[src/include/timer_pkg.sv]
package timer_pkg;
   // bus geometry
   localparam int ADR_W = 10;
   localparam int DAT_W = 32;
   localparam int SEL_W = 4;
   localparam int CNT_W = 8;

   // register indices; byte address is four times the index
   localparam logic [7:0] IDX_MODE      = 8'h8b;
   localparam logic [7:0] IDX_PRESCALER = 8'h8c;
   localparam logic [7:0] IDX_TIMER     = 8'h8d;
   localparam logic [7:0] IDX_SOURCE    = 8'h8e;
   localparam logic [7:0] IDX_CAPTURE   = 8'h8f;
   localparam logic [7:0] IDX_STATUS    = 8'h90;
   localparam logic [7:0] IDX_MASK      = 8'h91;

   // reset values
   localparam logic [7:0] RELOAD_RST = 8'hff;
   localparam logic [1:0] SOURCE_RST = 2'h0;
   localparam logic [2:0] MODE_RST   = 3'h0;
   localparam logic [1:0] STATUS_RST = 2'h0;
   localparam logic [1:0] MASK_RST   = 2'h0;

   // field positions
   localparam int MODE_LSB  = 0;
   localparam int MODE_W    = 3;
   localparam int POL_BIT   = 3;
   localparam int START_BIT = 7;
   localparam int SRC_LSB   = 0;
   localparam int SRC_W     = 2;
   localparam int ST_UNDER  = 0;
   localparam int ST_EDGE   = 1;
   localparam int ST_W      = 2;

   // internal clock divider
   localparam int         DIV_W    = 3;
   localparam logic [2:0] DIV_LAST = 3'h7;

   typedef enum logic [2:0] {
      MODE_TIMER  = 3'b000,
      MODE_PULSE  = 3'b001,
      MODE_EVENT  = 3'b010,
      MODE_WIDTH  = 3'b011,
      MODE_PERIOD = 3'b100
   } mode_e;

   typedef enum logic [1:0] {
      SRC_F1  = 2'b00,
      SRC_F8  = 2'b01,
      SRC_OSC = 2'b10,
      SRC_F2  = 2'b11
   } source_e;
endpackage

[src/include/stage_if.sv]
`timescale 1ns/10ps
interface stage_if;
   logic       tick;
   logic       restart;
   logic       wrEn;
   logic       load;
   logic [7:0] wrData;
   logic [7:0] count;
   logic [7:0] reload;
   logic       underflow;

   modport ctrl (output tick, output restart, output wrEn, output load, output wrData,
                 input count, input reload, input underflow);
   modport stage (input tick, input restart, input wrEn, input load, input wrData,
                  output count, output reload, output underflow);
endinterface

[src/rtl/stage_counter.sv]
`timescale 1ns/10ps
module stage_counter (
   input wire logic clk,
   input wire logic rst,
   stage_if.stage   st
);
   import timer_pkg::*;

   logic [CNT_W-1:0] cnt_q;
   logic [CNT_W-1:0] cnt_d;
   logic [CNT_W-1:0] reload_q;
   logic [CNT_W-1:0] reload_d;

   // underflow is the tick that finds the counter at zero
   assign st.underflow = st.tick && (cnt_q == '0);
   assign st.count     = cnt_q;
   assign st.reload    = reload_q;

   // next reload and count values
   always_comb begin
      reload_d = st.wrEn ? st.wrData : reload_q;
      cnt_d    = cnt_q;
      if (st.load) begin
         cnt_d = st.wrData;
      end else if (st.restart) begin
         cnt_d = reload_q;
      end else if (st.tick) begin
         if (cnt_q == '0) begin
            cnt_d = reload_q;
         end else begin
            cnt_d = cnt_q - 8'h01;
         end
      end
   end

   always_ff @(posedge clk) begin
      if (rst) begin
         cnt_q    <= RELOAD_RST;
         reload_q <= RELOAD_RST;
      end else begin
         cnt_q    <= cnt_d;
         reload_q <= reload_d;
      end
   end
endmodule

[src/rtl/prescaled_reload_timer.sv]
// Local design decision: the Wishbone slave port.
`timescale 1ns/10ps
// Functional notes
// - 8-bit timer stage counts underflows of an 8-bit prescaler stage
// - each stage has its own reload register and down-counter
// - reload and live count of a stage share one register address
// - timer mode counts the selected internal source, pin unused
// - pulse output mode toggles the pin at every timer underflow
// - event counter mode counts active edges on the counter pin
// - width mode counts internal source while pin is at active level
// - period mode counts internal source between like active pin edges
// - rewriting edge polarity may set the external interrupt 1 request flag
// - underflow reloads the counter and counting continues, divide (n+1)(m+1)
// - source select: 00 f1, 01 f8, 10 low-speed oscillator, 11 f2
// - counting starts only once the start bit is written 1
module prescaled_reload_timer (
   input  wire logic                           clk,
   input  wire logic                           rst,
   input  wire logic                           wb_cyc_i,
   input  wire logic                           wb_stb_i,
   input  wire logic                           wb_we_i,
   input  wire logic [timer_pkg::ADR_W-1:0]    wb_adr_i,
   input  wire logic [timer_pkg::SEL_W-1:0]    wb_sel_i,
   input  wire logic [timer_pkg::DAT_W-1:0]    wb_dat_i,
   output logic      [timer_pkg::DAT_W-1:0]    wb_dat_o,
   output logic                                wb_ack_o,
   input  wire logic                           counterPulsePinIn,
   output logic                                counterPulsePinOut,
   output logic                                counterPulsePinOe,
   input  wire logic                           lowspeedOscClock,
   output logic                                irq
);
   import timer_pkg::*;

   // register state
   logic [MODE_W-1:0] mode_q;
   logic [MODE_W-1:0] mode_d;
   logic              pol_q;
   logic              pol_d;
   logic              start_q;
   logic              start_d;
   logic [SRC_W-1:0]  src_q;
   logic [SRC_W-1:0]  src_d;
   logic [ST_W-1:0]   status_q;
   logic [ST_W-1:0]   status_d;
   logic [ST_W-1:0]   mask_q;
   logic [ST_W-1:0]   mask_d;
   logic [15:0]       cap_q;
   logic [15:0]       cap_d;
   logic              pinOut_q;
   logic              pinOut_d;
   logic              ack_q;
   logic              ack_d;
   logic [DAT_W-1:0]  rdat_q;
   logic [DAT_W-1:0]  rdat_d;

   // synchronisers and edge detection
   logic [2:0]        pinSync_q;
   logic [2:0]        oscSync_q;
   logic [DIV_W-1:0]  div_q;
   logic [DIV_W-1:0]  div_d;

   // decoded bus and timing terms
   logic [7:0]        idx;
   logic              req;
   logic              wbWr;
   logic [7:0]        wdat;
   logic              modeWr;
   mode_e             modeNow;
   logic              srcTick;
   logic              pinLevel;
   logic              pinActive;
   logic              pinEdge;
   logic              presTick;
   logic              measEdge;
   logic              polChange;

   stage_if presIf ();
   stage_if timIf ();

   stage_counter u_prescaler (
      .clk (clk),
      .rst (rst),
      .st  (presIf)
   );

   stage_counter u_timer (
      .clk (clk),
      .rst (rst),
      .st  (timIf)
   );

   // bus decode; a write lands on the edge where the master sees ack
   assign idx     = wb_adr_i[9:2];
   assign req     = wb_cyc_i && wb_stb_i;
   assign wbWr    = req && wb_we_i && ack_q && wb_sel_i[0];
   assign wdat    = wb_dat_i[7:0];
   assign modeWr  = wbWr && (idx == IDX_MODE);
   assign modeNow = mode_e'(mode_q);

   // internal clock source selection
   always_comb begin
      case (source_e'(src_q))
         SRC_F1:  srcTick = 1'b1;
         SRC_F8:  srcTick = (div_q == DIV_LAST);
         SRC_OSC: srcTick = oscSync_q[1] && !oscSync_q[2];
         SRC_F2:  srcTick = div_q[0];
         default: srcTick = 1'b0;
      endcase
   end

   // pin level and active edge after synchronising; polarity 0 is high active
   assign pinLevel  = pinSync_q[1];
   assign pinActive = pinLevel ^ pol_q;
   assign pinEdge   = pinActive && !(pinSync_q[2] ^ pol_q);

   // count event for the prescaler, by mode
   always_comb begin
      case (modeNow)
         MODE_TIMER:  presTick = srcTick;
         MODE_PULSE:  presTick = srcTick;
         MODE_EVENT:  presTick = pinEdge;
         MODE_WIDTH:  presTick = srcTick && pinActive;
         MODE_PERIOD: presTick = srcTick;
         default:     presTick = srcTick;
      endcase
      presTick = presTick && start_q;
   end

   // period mode restarts both stages on each active edge
   assign measEdge  = start_q && pinEdge &&
                      ((modeNow == MODE_PERIOD) || (modeNow == MODE_WIDTH));
   assign polChange = modeWr && (wdat[POL_BIT] != pol_q);

   // stage controls: shared address carries reload write and stopped load
   assign presIf.tick    = presTick;
   assign presIf.restart = measEdge && (modeNow == MODE_PERIOD);
   assign presIf.wrEn    = wbWr && (idx == IDX_PRESCALER);
   assign presIf.load    = presIf.wrEn && !start_q;
   assign presIf.wrData  = wdat;
   assign timIf.tick     = presIf.underflow;
   assign timIf.restart  = presIf.restart;
   assign timIf.wrEn     = wbWr && (idx == IDX_TIMER);
   assign timIf.load     = timIf.wrEn && !start_q;
   assign timIf.wrData   = wdat;

   // control, status and capture next values
   always_comb begin
      mode_d   = mode_q;
      pol_d    = pol_q;
      start_d  = start_q;
      src_d    = src_q;
      mask_d   = mask_q;
      cap_d    = cap_q;
      pinOut_d = pinOut_q;
      status_d = status_q;
      if (modeWr) begin
         mode_d  = wdat[MODE_LSB +: MODE_W];
         pol_d   = wdat[POL_BIT];
         start_d = wdat[START_BIT];
      end
      if (wbWr && idx == IDX_SOURCE) begin
         src_d = wdat[SRC_LSB +: SRC_W];
      end
      if (wbWr && idx == IDX_MASK) begin
         mask_d = wdat[ST_W-1:0];
      end
      if (wbWr && idx == IDX_STATUS) begin
         status_d = status_q & ~wdat[ST_W-1:0];
      end
      if (measEdge && modeNow == MODE_PERIOD) begin
         cap_d = {timIf.count, presIf.count};
      end
      if (timIf.underflow && modeNow == MODE_PULSE) begin
         pinOut_d = !pinOut_q;
      end
      // hardware set wins over a software clear in the same cycle
      if (timIf.underflow) begin
         status_d[ST_UNDER] = 1'b1;
      end
      if (polChange || measEdge) begin
         status_d[ST_EDGE] = 1'b1;
      end
   end

   always_ff @(posedge clk) begin
      if (rst) begin
         mode_q   <= MODE_RST;
         pol_q    <= 1'b0;
         start_q  <= 1'b0;
         src_q    <= SOURCE_RST;
         mask_q   <= MASK_RST;
         status_q <= STATUS_RST;
         cap_q    <= '0;
         pinOut_q <= 1'b0;
      end else begin
         mode_q   <= mode_d;
         pol_q    <= pol_d;
         start_q  <= start_d;
         src_q    <= src_d;
         mask_q   <= mask_d;
         status_q <= status_d;
         cap_q    <= cap_d;
         pinOut_q <= pinOut_d;
      end
   end

   // divider for f2 and f8, and pin synchronisers
   assign div_d = div_q + 3'h1;

   always_ff @(posedge clk) begin
      if (rst) begin
         div_q     <= '0;
         pinSync_q <= '0;
         oscSync_q <= '0;
      end else begin
         div_q     <= div_d;
         pinSync_q <= {pinSync_q[1:0], counterPulsePinIn};
         oscSync_q <= {oscSync_q[1:0], lowspeedOscClock};
      end
   end

   // read mux and single-cycle acknowledge
   always_comb begin
      ack_d  = req && !ack_q;
      rdat_d = '0;
      case (idx)
         IDX_MODE:      rdat_d[7:0] = {start_q, 3'h0, pol_q, mode_q};
         IDX_PRESCALER: rdat_d[7:0] = presIf.count;
         IDX_TIMER:     rdat_d[7:0] = timIf.count;
         IDX_SOURCE:    rdat_d[7:0] = {6'h00, src_q};
         IDX_CAPTURE:   rdat_d[15:0] = cap_q;
         IDX_STATUS:    rdat_d[7:0] = {6'h00, status_q};
         IDX_MASK:      rdat_d[7:0] = {6'h00, mask_q};
         default:       rdat_d = '0;
      endcase
      if (!ack_d) begin
         rdat_d = rdat_q;
      end
   end

   always_ff @(posedge clk) begin
      if (rst) begin
         ack_q  <= 1'b0;
         rdat_q <= '0;
      end else begin
         ack_q  <= ack_d;
         rdat_q <= rdat_d;
      end
   end

   assign wb_ack_o           = ack_q;
   assign wb_dat_o           = rdat_q;
   assign irq                = |(status_q & mask_q);
   assign counterPulsePinOut = pinOut_q;
   assign counterPulsePinOe  = (modeNow == MODE_PULSE);
endmodule

[config.mk]
export PLATFORM = sky130hd
export DESIGN_NAME = prescaled_reload_timer
export DESIGN_NICKNAME = d
export VERILOG_FILES = /design/src/include/timer_pkg.sv /design/src/include/stage_if.sv /design/src/rtl/stage_counter.sv /design/src/rtl/prescaled_reload_timer.sv
export SDC_FILE = /design/constraint.sdc
export NUM_CORES = 1
export LEC_CHECK = 0
export ABC_CLOCK_PERIOD_IN_PS = 3200
export BUFFER_PORTS_ARGS = -buffer_cell sky130_fd_sc_hd__buf_2
export CAP_MARGIN = 20
export CORE_UTILIZATION = 30
export DETAILED_ROUTE_END_ITERATION = 16
export PLACE_DENSITY = 0.56
export RECOVER_POWER = 100
export SYNTH_ARGS = -nofsm -noshare
export SYNTH_HDL_FRONTEND = slang
export SYNTH_SLANG_ARGS = --single-unit
export TNS_END_PERCENT = 10
[constraint.sdc]
create_clock -name clk -period 3.2 [get_ports clk]
set_input_delay 0.48 -clock clk [delete_from_list [all_inputs] [get_ports clk]]
set_output_delay 0.48 -clock clk [all_outputs]
set_load 0.02 [all_outputs]
# Word-level counts from Yosys, hierarchy flattened

Index checks and enable logic that the tools add are counted.
W data, S select, Z words.

Add/sub/neg operators: 3
Bitwise operators: 5
Mux-type cells: 15
Eq/ne operators: 16
Reductions and logical operators: 39

Operator list:

| operator              | number |
|---|---|
| $mux W8               | 9 |
| $eq A8 B8 Y1 const B  | 7 |
| $pmux W8 S7           | 1 |
| $logic_and A1 B1 Y1   | 24 |
| $logic_not A8 Y1      | 2 |
| $sub A8 B1 Y8 const B | 2 |
| $eq A3 B2 Y1 const B  | 2 |
| $eq A3 B3 Y1 const B  | 2 |
| $reduce_bool A3 Y1    | 2 |
| $logic_not A1 Y1      | 5 |
| $and A2 B2 Y2         | 2 |
| $eq A2 B2 Y1 const B  | 2 |
| $pmux W1 S4           | 1 |
| $reduce_bool A2 Y1    | 2 |
| $add A3 B1 Y3 const B | 1 |
| $eq A3 B1 Y1 const B  | 1 |
| $eq A2 B1 Y1 const B  | 1 |
| $logic_not A2 Y1      | 1 |
| $logic_or A1 B1 Y1    | 2 |
| $mux W1               | 2 |
| $mux W2               | 1 |
| $not A2 Y2            | 1 |
| $pmux W1 S2           | 1 |
| $reduce_or A2 Y1      | 1 |
| other kinds (2)       | 3 |

Word-level logic and storage cells: 96
Bits in registers: 86
Bits of input ports: 53

# Longest topological paths before layout

Gate-level depths: netlist (run 1).

Depth in word-level cells: 10
Mapped depth: 10
Gate-level depth less buffers: 8

# Modules after synthesis

From an unflattened synthesis (run 1), not the netlist that was laid out.

Cell total of the unflattened synthesis: 484
Area, all modules: 4406.7 um2

By module, submodules not included:

| module                 | seq. area each (um2) | times used | cells an instance | area an instance (um2) |
|---|---|---|---|---|
| prescaled_reload_timer | 1081.0               | 1          | 278               | 2607.5 |
| stage_counter          | 320.3                | 2          | 103               | 899.6 |

# Worst setup path before layout (run 1)

Ideal clock, no wire load.

Path type: flip-flop to flip-flop
Start: reg ack_q (netlist: wb_ack_o)
End: reg u_prescaler.reload_q[5] (netlist: u_prescaler.st.reload[5])
Cell stages (with the launch flop): 7
Data arrival time: 2168 ps
Period minus slack after synthesis: 2288 ps
Buffers on the path: 1
Data required time: 3080 ps
Setup time: 120 ps
Setup slack: 912 ps
Cells stage by stage: dfxtp_1 > and3_1 > or3b_1 > nor3_1 > clkbuf_1 > nor2b_1 > a211o_1

Word-level cells in the longest chain between the ends: 3

RTL lines:

| item                              | line                          | source |
|---|---|---|
| start, declared                   | prescaled_reload_timer.sv:52  | `logic ack_q;` |
| start signal, assigned            | prescaled_reload_timer.sv:247 | `ack_q <= ack_d;` |
| $logic_and A1 B1 Y1 (2 in series) | prescaled_reload_timer.sv:96  | `assign wbWr = req && wb_we_i && ack_q && wb_sel_i[0];` |
| $logic_and A1 B1 Y1               | prescaled_reload_timer.sv:138 | `assign presIf.wrEn = wbWr && (idx == IDX_PRESCALER);` |
| end signal, assigned              | stage_counter.sv:42           | `reload_q <= reload_d;` |
| end, declared                     | stage_counter.sv:11           | `logic [CNT_W-1:0] reload_q;` |

Every way passes these cells.
A chain may end at the register's enable or synchronous reset.

# Final worst setup path (run 1)

Start: reg u_prescaler.cnt_q[2] (netlist: u_prescaler.st.count[2])
End: reg u_timer.cnt_q[4] (netlist: u_timer.st.count[4])

Word-level cells in the longest chain between the ends: 3

RTL lines:

| item                         | line                | source |
|---|---|---|
| start, declared              | stage_counter.sv:9  | `logic [CNT_W-1:0] cnt_q;` |
| start signal, assigned       | stage_counter.sv:41 | `cnt_q <= cnt_d;` |
| $logic_not A8 Y1             | stage_counter.sv:15 | `assign st.underflow = st.tick && (cnt_q == '0);` |
| $logic_and A1 B1 Y1          | stage_counter.sv:15 |  |
| $reduce_bool A3 Y1 (no line) | --                  |  |
| end signal, assigned         | stage_counter.sv:41 |  |
| end, declared                | stage_counter.sv:9  |  |

Every way passes these cells.

==> flow_summary.toml, run 1 <==
[outcome]
status = "complete, but fails checks"
violations = "capacitance limit, slew limit"

[critical_path]
cp-end-kind = "flip-flop"
critPathRequiredTime_ns = 3.42
cp_num_buf_inv = 0
cp_num_cells = 6
r2r_cells = 6
crit_path_start_kind = "flip-flop"
worst_path_max_delay_cell = "or4_1"
path_cells = "or4_1 -> nor4b_1 -> o2111ai_1 -> and2_0 -> nor2_1 -> a21oi_1"
cp_top_family = "simple AND/OR/NAND/NOR gates"
arrival_ns = 3.02
setup.worst_path.class = "reg2reg"
crit_path_max_fanout = 8
cp_slowest_stage_delay_ns = 0.61

[timing]
tns_ns = 0
fin_crit_ns = 2.80
slew-limit-headroom = -0.673
hold_viol = 0
setup_violations = 0
rsz0062_at_grt = "false"
fmaxAchievable_ghz = 0.357
fin_crit_sh = 0.875
slew_viol_final = 57
worstMarginPinSlew_ns = 2.51
clock_skew_ns = 0.0102

[clock_network]
hold_buffers = 0
clk_path_buf_depth = 2
clk_transition_reported_paths_ns = 0.07
cts_sinks = 86
h-tree-depth = 3
ctsResizeCount = 0
postCtsSetupBuffers = 0
insertion_delay_ns = 0.34
cts-root-buf = "clkbuf_16"
cts_buffers = 9
tritoncts = "built"

[global_routing]
antenna_found_initial = 0
overflow = 0
grt_pass1_wl_um = 17300
grt_max_degree = 57
grt_pass1_vias = 3316
grt_usage = 0.153

[synth]
yosys.cell_types.count = 58
ys_seq_area_frac = 0.408
syn_inst = 503
synth-seq-cells = 86
synth-async-reset-ratio = 0
synth_most_common_cell = "dfxtp_1"
synth_top_area_share = 0.408
avgSynthCellArea_um2 = 8.38
synthTopCellsByArea = "dfxtp_1 (41%), nand2_1 (5.3%), nor2_1 (5.1%), a211o_1 (4.4%), a21oi_1 (4.0%)"
synth_common_cells = "dfxtp_1 (86), nand2_1 (60), nor2_1 (57)"
yosysWarnings = 0
synth_edf_count = 0
yosys.area.top_type = "dfxtp_1"
netlist_area_mm2 = 0.00422
synth_ff_type = "dfxtp_1"

[floorplanning]
die_area_mm2 = 0.0145
dieHeight_um = 121
die_x_um = 121
start_util = 0.313
fp-row-count = 42
design.core.area_mm2 = 0.0135
num_io_pins = 89

[routing]
drt-initial-drc-count = 302
drc = 0
first_pass_iters = 5
num_vias = 3623
routedWlPerCell_um = 15.0
top_layer_used = "met4"
m1WireLength_um = 5380
finalWirelength_um = 10600
viasPerCell = 5.11
wl_met3_um = 526
ant_nets = 0
route.met2.wl_um = 4560

[placed_design]
routabilityCongestion = 0.829
placed_cell_area_mm2 = 0.00450
portBuffers = 43
hpwl_um = 7470

[flow_run]
cap_violations = 1

[finish]
antenna_cells = 0
utilization = 0.356
syn_to_final_growth_pct = 13.4
nets = 587
drive_gt1_frac = 0.105
stdcell_area_mm2 = 0.00478

[min_path]
hp-class = "in2reg"
min_path_cells = 2

[power]
p_leak_nw = 1.81
powerDensity_mw_per_mm2 = 490
ir_worst_vdd_mv = 0.253
[per-layer routing]
metal | global-route usage | up-vias
met2 | 0.226 | 106
li1 | - | 1782
met4 | 0.0525 | 0
met1 | 0.216 | 1724
met5 | 0 | -
met3 | 0.0377 | 11
[worst paths after layout]
path	from	to	slack, ns
worst max-delay path	u_prescaler.st.count[2]$_SDFFE_PP1P_	u_timer.st.count[4]$_SDFFE_PP1P_	0.40
worst min-delay path	lowspeedOscClock	oscSync_q[0]$_SDFF_PP0_	0.35
worst min register to register	oscSync_q[0]$_SDFF_PP0_	oscSync_q[1]$_SDFF_PP0_	0.44
worst max register to register	u_prescaler.st.count[2]$_SDFFE_PP1P_	u_timer.st.count[4]$_SDFFE_PP1P_	0.40
[registers in the layout, indices dropped and copies added (netlist names), 2 cells and up]
| name | flops |
|---|---|
| cap_q | 16 |
| wb_dat_o | 16 |
| u_prescaler.st.count | 8 |
| u_prescaler.st.reload | 8 |
| u_timer.st.count | 8 |
| u_timer.st.reload | 8 |
| div_q | 3 |
| modeNow | 3 |
| oscSync_q | 3 |
| pinSync_q | 3 |
| mask_q | 2 |
| src_q | 2 |
| status_q | 2 |
[cell type report]
class	instances	area, um^2
flip-flops and latches	86	1720
repair buffers	50	241
inverters	16	60.1
multi-input cells	365	2220
fillers	1395	8670
clock inverters	5	81.3
clock buffers	11	243
well taps	176	220
[logic make-up after synthesis]
group	share of synthesized area
mux	0.0546
fa+ha+maj	0.0178
buf+inv	0.0769
other cells	0.000889
compound gates	0.186
simple gates	0.230
xor+xnor	0.0249
flops	0.408
[cells in the final DEF, fill, tap and decap left out, drive strengths merged, types with 3 or more instances in the layout]
cell type,synthesis,layout
a211o,21,21
a21oi,34,34
a221oi,5,5
a22oi,12,12
and2,3,3
and3,3,3
buf,22,29
clkbuf,29,32
conb,1,16
dfxtp,86,86
ha,6,6
inv,16,17
mux2i,17,17
nand2,60,60
nand2b,5,5
nand3,15,15
nor2,57,57
nor2b,21,21
nor3,8,8
nor4,7,7
o21ai,14,14
o221ai,3,3
o31ai,4,4
o32ai,4,4
or2,4,4
or4,4,4
xnor2,8,8
xor2,4,4
[power breakdown]
| group | internal, mW | switching (mW) |
|---|---|---|
| sequential | 1.08 | 0.00482 |
| clock | 0.707 | 0.437 |
| combinational | 0.0331 | 0.0825 |
| total | 1.82 | 0.524 |
[through the flow]
stage          worst slack (ns)  hold slack [ns]  total power, mW  instances
2_1_floorplan             0.912            0.414             1.20        518
3_3_place_gp              0.647            0.425             1.22        693
3_5_place_dp              0.625            0.432             1.22        693
4_1_cts                   0.612            0.350             2.37        709
5_1_grt                   0.181            0.366             2.42        709
6_report                  0.398            0.352             2.34        709
No activity file was read; power rests on OpenSTA's default activity.
==> run 2, diff against run 1 <==
--- a/config.mk
+++ b/config.mk
@@ -8,10 +8,11 @@
 export ABC_CLOCK_PERIOD_IN_PS = 3200
 export BUFFER_PORTS_ARGS = -buffer_cell sky130_fd_sc_hd__buf_2
 export CAP_MARGIN = 20
-export CORE_UTILIZATION = 30
+export CORE_UTILIZATION = 28
 export DETAILED_ROUTE_END_ITERATION = 16
-export PLACE_DENSITY = 0.56
+export PLACE_DENSITY = 0.54
 export RECOVER_POWER = 100
+export SETUP_SLACK_MARGIN = 0.4
 export SYNTH_ARGS = -nofsm -noshare
 export SYNTH_HDL_FRONTEND = slang
 export SYNTH_SLANG_ARGS = --single-unit
==> run 2 against run 1 <==
Against the previous run: the flow still finishes with violations (capacitance limit, slew limit); worst setup slack improved by 0.15 ns; non-clock buffer count unchanged; die area increased by 7.0%; wire length decreased by 0.66%; utilization decreased by 2.8 points; power decreased by 0.55%; critical path depth unchanged; register-to-register slack improved by 0.15 ns; critical endpoint unchanged.
==> flow_summary.toml, run 2 (same netlist as run 1, synthesis figures left out) <==
[placed_design]
placed_cells = 701
dp_slack_ns = 0.633
placed_cell_area_mm2 = 0.00451
routabilityCongestion = 0.819
portBuffers = 43
hpwl_um = 7350

[clock_network]
clk_transition_reported_paths_ns = 0.06
cts_sinks = 86
insertion_delay_ns = 0.34
tritoncts = "built"
h-tree-depth = 3
postCtsSetupBuffers = 0
clk_path_buf_depth = 2
cts-root-buf = "clkbuf_16"
cts_buffers = 9

[finish]
mostFrequentLayoutCells = "dfxtp_1 (86), nand2_1 (60), nor2_1 (57)"
drive_gt1_frac = 0.101
instances_no_fill = 717
stdcell_area_mm2 = 0.00479
syn_to_final_growth_pct = 13.5
ff_latch_area_mm2 = 0.00172
utilization = 0.328
fill_cells = 1549
antenna_cells = 0
nets = 587
multiInputGateArea_mm2 = 0.00222
final_common_cell = "dfxtp_1"

[timing]
worstMarginPinSlew_ns = 1.84
whs_ns = 0.346
clock_skew_ns = 0.00888
fin_crit_ns = 2.66
fin_crit_sh = 0.830
slew_viol_final = 42
worst_slack_ns = 0.544
slew-limit-headroom = -0.229
tns_ns = 0
hold_viol = 0
fmaxAchievable_ghz = 0.377
setup_violations = 0
rsz0062_at_grt = "false"

[routing]
ant_nets = 0
finalWirelength_um = 10500
drc = 0
routedWlPerCell_um = 14.7
first_pass_iters = 4
viasPerCell = 5.01
drt-initial-drc-count = 264
num_vias = 3593

[floorplanning]
die_x_um = 125
start_util = 0.289
fp-row-count = 44
die_area_mm2 = 0.0156
design.core.area_mm2 = 0.0146
dieHeight_um = 125
num_io_pins = 89

[global_routing]
grt_usage = 0.139
grt_pass1_vias = 3382
grt_max_degree = 47
antenna_found_initial = 0
grt_pass1_wl_um = 17400
overflow = 0

[critical_path]
critPathRequiredTime_ns = 3.42
crit_path_start_kind = "flip-flop"
worst_path_max_delay_cell = "or4_1"
path_cells = "or4_1 -> nor4b_1 -> o2111ai_1 -> and2_0 -> nor2_1 -> a21oi_1"
setup.worst_path.class = "reg2reg"
crit_path_max_fanout = 8
cp_slowest_stage_delay_ns = 0.60
arrival_ns = 2.87
cp-end-kind = "flip-flop"

[flow_run]
cap_violations = 1

[power]
total_power_mw = 2.33
powerDensity_mw_per_mm2 = 487
ir_worst_vdd_mv = 0.241
p_leak_nw = 1.80

[outcome]
violations = "capacitance limit, slew limit"
status = "complete, but fails checks"

[min_path]
hp-class = "in2reg"
run 2: cell types whose count changed in the layout (fill, tap and decap cells not counted):
cell / delta
clkbuf_1: +2
buf_4: -2
run 2: path summary, 6_finish.rpt:
check / startpoint / end / slack, ns / cells past startpoint
setup / recovery: u_prescaler.st.count[2]$_SDFFE_PP1P_ / u_timer.st.count[4]$_SDFFE_PP1P_ / 0.54 / 6
hold / removal: counterPulsePinIn / pinSync_q[0]$_SDFF_PP0_ / 0.35 / 2
setup reg to reg: u_prescaler.st.count[2]$_SDFFE_PP1P_ / u_timer.st.count[4]$_SDFFE_PP1P_ / 0.54 / 6
hold reg to reg: oscSync_q[0]$_SDFF_PP0_ / oscSync_q[1]$_SDFF_PP0_ / 0.43 / 1
run 2: worst max-delay path, delay by kind of cell, from the launching register on:
kind            cells  cell delay (ns)
compound gates      2             0.46
flops               1             0.38
simple gates        4             1.69
run 2: metal layers:
layer,GRT usage,share of wire,vias up
met5,0,0,-
met4,0.0553,0.012,0
met3,0.0253,0.049,9
met2,0.215,0.45,98
met1,0.190,0.49,1704
li1,-,-,1782
run 2: timing repair:
action                                  CTS  global route
hold buffers                              0             0
gates resized for setup                   0             1
endpoints found under the setup margin    0             1
run 2: where the power goes:
| group | internal [mW] | leakage [nW] | switching (mW) |
|---|---|---|---|
| registers | 1.08 | 0.696 | 0.00440 |
| logic | 0.0324 | 0.952 | 0.0831 |
| clock network | 0.707 | 0.156 | 0.425 |
| total | 1.82 | 1.80 | 0.512 |
run 2: cell type report:
type | instances | share of cell area
flip-flops and latches | 86 | 0.360
clock inverters | 5 | 0.0170
multi-input cells | 365 | 0.463
clock buffers | 11 | 0.0507
well taps | 184 | 0.0481
inverters | 16 | 0.0125
repair buffers | 50 | 0.0489
==> run 3, diff against run 2 <==
--- a/config.mk
+++ b/config.mk
@@ -5,7 +5,7 @@
 export SDC_FILE = /design/constraint.sdc
 export NUM_CORES = 1
 export LEC_CHECK = 0
-export ABC_CLOCK_PERIOD_IN_PS = 3200
+export ABC_CLOCK_PERIOD_IN_PS = 2560
 export BUFFER_PORTS_ARGS = -buffer_cell sky130_fd_sc_hd__buf_2
 export CAP_MARGIN = 20
 export CORE_UTILIZATION = 28
==> constraint.sdc (replaced) <==
create_clock -name clk -period 2.56 [get_ports clk]
set_input_delay 0.384 -clock clk [delete_from_list [all_inputs] [get_ports clk]]
set_output_delay 0.384 -clock clk [all_outputs]
set_load 0.02 [all_outputs]
==> run 3 against run 2 <==
Against the previous run: the flow now finishes without violations; power up 23%; largest cell class unchanged; clock skew down 0.0015 ns; maximum frequency increased by 16%; hold slack worse by 0.092 ns; clock power increased by 21%; critical path depth unchanged; worst setup slack worse by 0.28 ns; combinational power up 29%; sequential cell count stayed put; cell area increased by 3.8%; critical path type unchanged; global-route usage rose by 0.76 points; highest routed layer unchanged; wire length rose by 4.9%.
==> flow_summary.toml, run 3 (same netlist as run 1, synthesis figures left out) <==
[power]
p_leak_nw = 1.92
p_switching_mw = 0.634
internal_power_mw = 2.24
swShare = 0.220
seqPwrFrac = 0.471
ir_worst_vdd_mv = 0.366
p_comb_frac = 0.052
powerDensity_mw_per_mm2 = 579
p_clk_frac = 0.477
total_power_mw = 2.88

[clock_network]
insertion_delay_ns = 0.34
cts_sinks = 86
clk_path_buf_depth = 2
h-tree-depth = 3
tritoncts = "built"
cts_buffers = 9
hold_buffers = 0
clk_transition_reported_paths_ns = 0.06
cts-root-buf = "clkbuf_16"

[timing]
slew_viol_final = 0
worst_slack_ns = 0.265
setup_violations = 0
whs_ns = 0.254
tns_ns = 0
slew-limit-headroom = 0.306
worstMarginPinSlew_ns = 1.04
fin_crit_ns = 2.29
clock_skew_ns = 0.00740
rsz0062_at_grt = "true"
hold_viol = 0
fin_crit_sh = 0.896
fmaxAchievable_ghz = 0.436

[global_routing]
overflow = 0
met2_usage = 0.235
use_met1 = 0.194
grt_usage = 0.147
grt_pass1_wl_um = 18100
grt-busiest-layer = "met2"
grt_pass1_vias = 3510
use_met3 = 0.0236
antenna_found_initial = 0
grt_max_degree = 53

[flow_run]
cap_violations = 0

[finish]
drive_gt1_frac = 0.144
mostFrequentLayoutCells = "dfxtp_1 (86), nand2_1 (60), nor2_1 (55)"
syn_to_final_growth_pct = 17.8
utilization = 0.340
stdcell_area_mm2 = 0.00497
nets = 609
final_common_cell = "dfxtp_1"
fill_cells = 1514
antenna_cells = 0
instances_no_fill = 738

[min_path]
min_to = "pinSync_q[0]$_SDFF_PP0_"
hp-class = "in2reg"
min_path_cells = 2
min_from = "counterPulsePinIn"

[floorplanning]
num_io_pins = 89
dieHeight_um = 125
fp-row-count = 44
start_util = 0.289
die_x_um = 125
design.core.area_mm2 = 0.0146
die_area_mm2 = 0.0156

[routing]
drc = 0
finalWirelength_um = 11100
num_vias = 3677
viasPerCell = 4.98
routedWlPerCell_um = 15.0
drt-initial-drc-count = 282
first_pass_iters = 5
ant_nets = 0

[placed_design]
portBuffers = 43
placed_cells = 723
placed_cell_area_mm2 = 0.00468
routabilityCongestion = 0.816
hpwl_um = 7910
dp_slack_ns = 0.184

[critical_path]
ff2ff_setup_slack_ns = 0.27
critPathRequiredTime_ns = 2.78
arrival_ns = 2.51
r2r_start = "u_timer.st.count[3]$_SDFFE_PP1P_"
crit_path_start_kind = "flip-flop"
r2r_cells = 6
setup.worst_path.class = "reg2reg"
r2r_end = "u_timer.st.count[1]$_SDFFE_PP1P_"
cp-end-kind = "flip-flop"
crit_path_max_fanout = 14

[outcome]
status = "complete, no violations"
[run 3: cell types whose count changed in the layout (fill, tap and decap cells not counted), moves of 2 or more]
cell      delta
buf_4       +19
clkbuf_2     +4
nor2_1       -2
nor2_2       +2
[run 3: critical path, cell delays in order, from the launching register on]
cell	delay [ns]
dfxtp_1	0.31
or4_4	0.55
or4b_4	0.53
and2_0	0.22
clkbuf_2	0.23
o21ai_0	0.20
o221ai_1	0.13
[run 3: final cells by class]
type | count | area [um^2] | area share
Timing Repair Buffer | 72 | 393 | 0.0791
Tap cell | 184 | 230 | 0.0464
Inverter | 16 | 60.1 | 0.0121
Sequential cell | 86 | 1720 | 0.347
Clock inverter | 4 | 72.6 | 0.0146
Clock buffer | 11 | 233 | 0.0469
Multi-Input combinational cell | 365 | 2260 | 0.454
[run 3: timing repair]
item,CTS,global route
pin swaps,0,2
buffers inserted,0,0
gates resized for setup,3,5
endpoints found under the setup margin,15,18
[run 3: power groups by stage]
stage / sequential [mW] / combinational, mW / clock [mW]
6_report: 1.36 / 0.150 / 1.37
3_3_place_gp: 1.38 / 0.150 / 0
2_1_floorplan: 1.39 / 0.110 / 0
5_1_grt: 1.36 / 0.163 / 1.46
3_5_place_dp: 1.38 / 0.152 / 0
4_1_cts: 1.35 / 0.153 / 1.40
[run 3: worst max path at each step]
stage / start / endpoint / slack [ns] / cells after the start
after floorplan: u_timer.st.count[3]$_SDFFE_PP1P_ / u_timer.st.count[6]$_SDFFE_PP1P_ / 0.27 / 7
after global placement: u_prescaler.st.count[2]$_SDFFE_PP1P_ / u_timer.st.count[5]$_SDFFE_PP1P_ / 0.25 / 6
after detailed placement: u_prescaler.st.count[2]$_SDFFE_PP1P_ / u_timer.st.count[4]$_SDFFE_PP1P_ / 0.18 / 6
after CTS: pol_q$_SDFFE_PP0P_ / u_prescaler.st.count[0]$_SDFFE_PP1P_ / 0.26 / 6
after global routing: u_timer.st.count[3]$_SDFFE_PP1P_ / u_timer.st.count[2]$_SDFFE_PP1P_ / 0.16 / 6
final: u_timer.st.count[3]$_SDFFE_PP1P_ / u_timer.st.count[1]$_SDFFE_PP1P_ / 0.27 / 6
[run 3: routing by layer]
metal,vias up,wire (um)
li1,1828,-
met1,1743,5340
met2,97,5040
met3,9,550
met4,0,120
met5,-,0
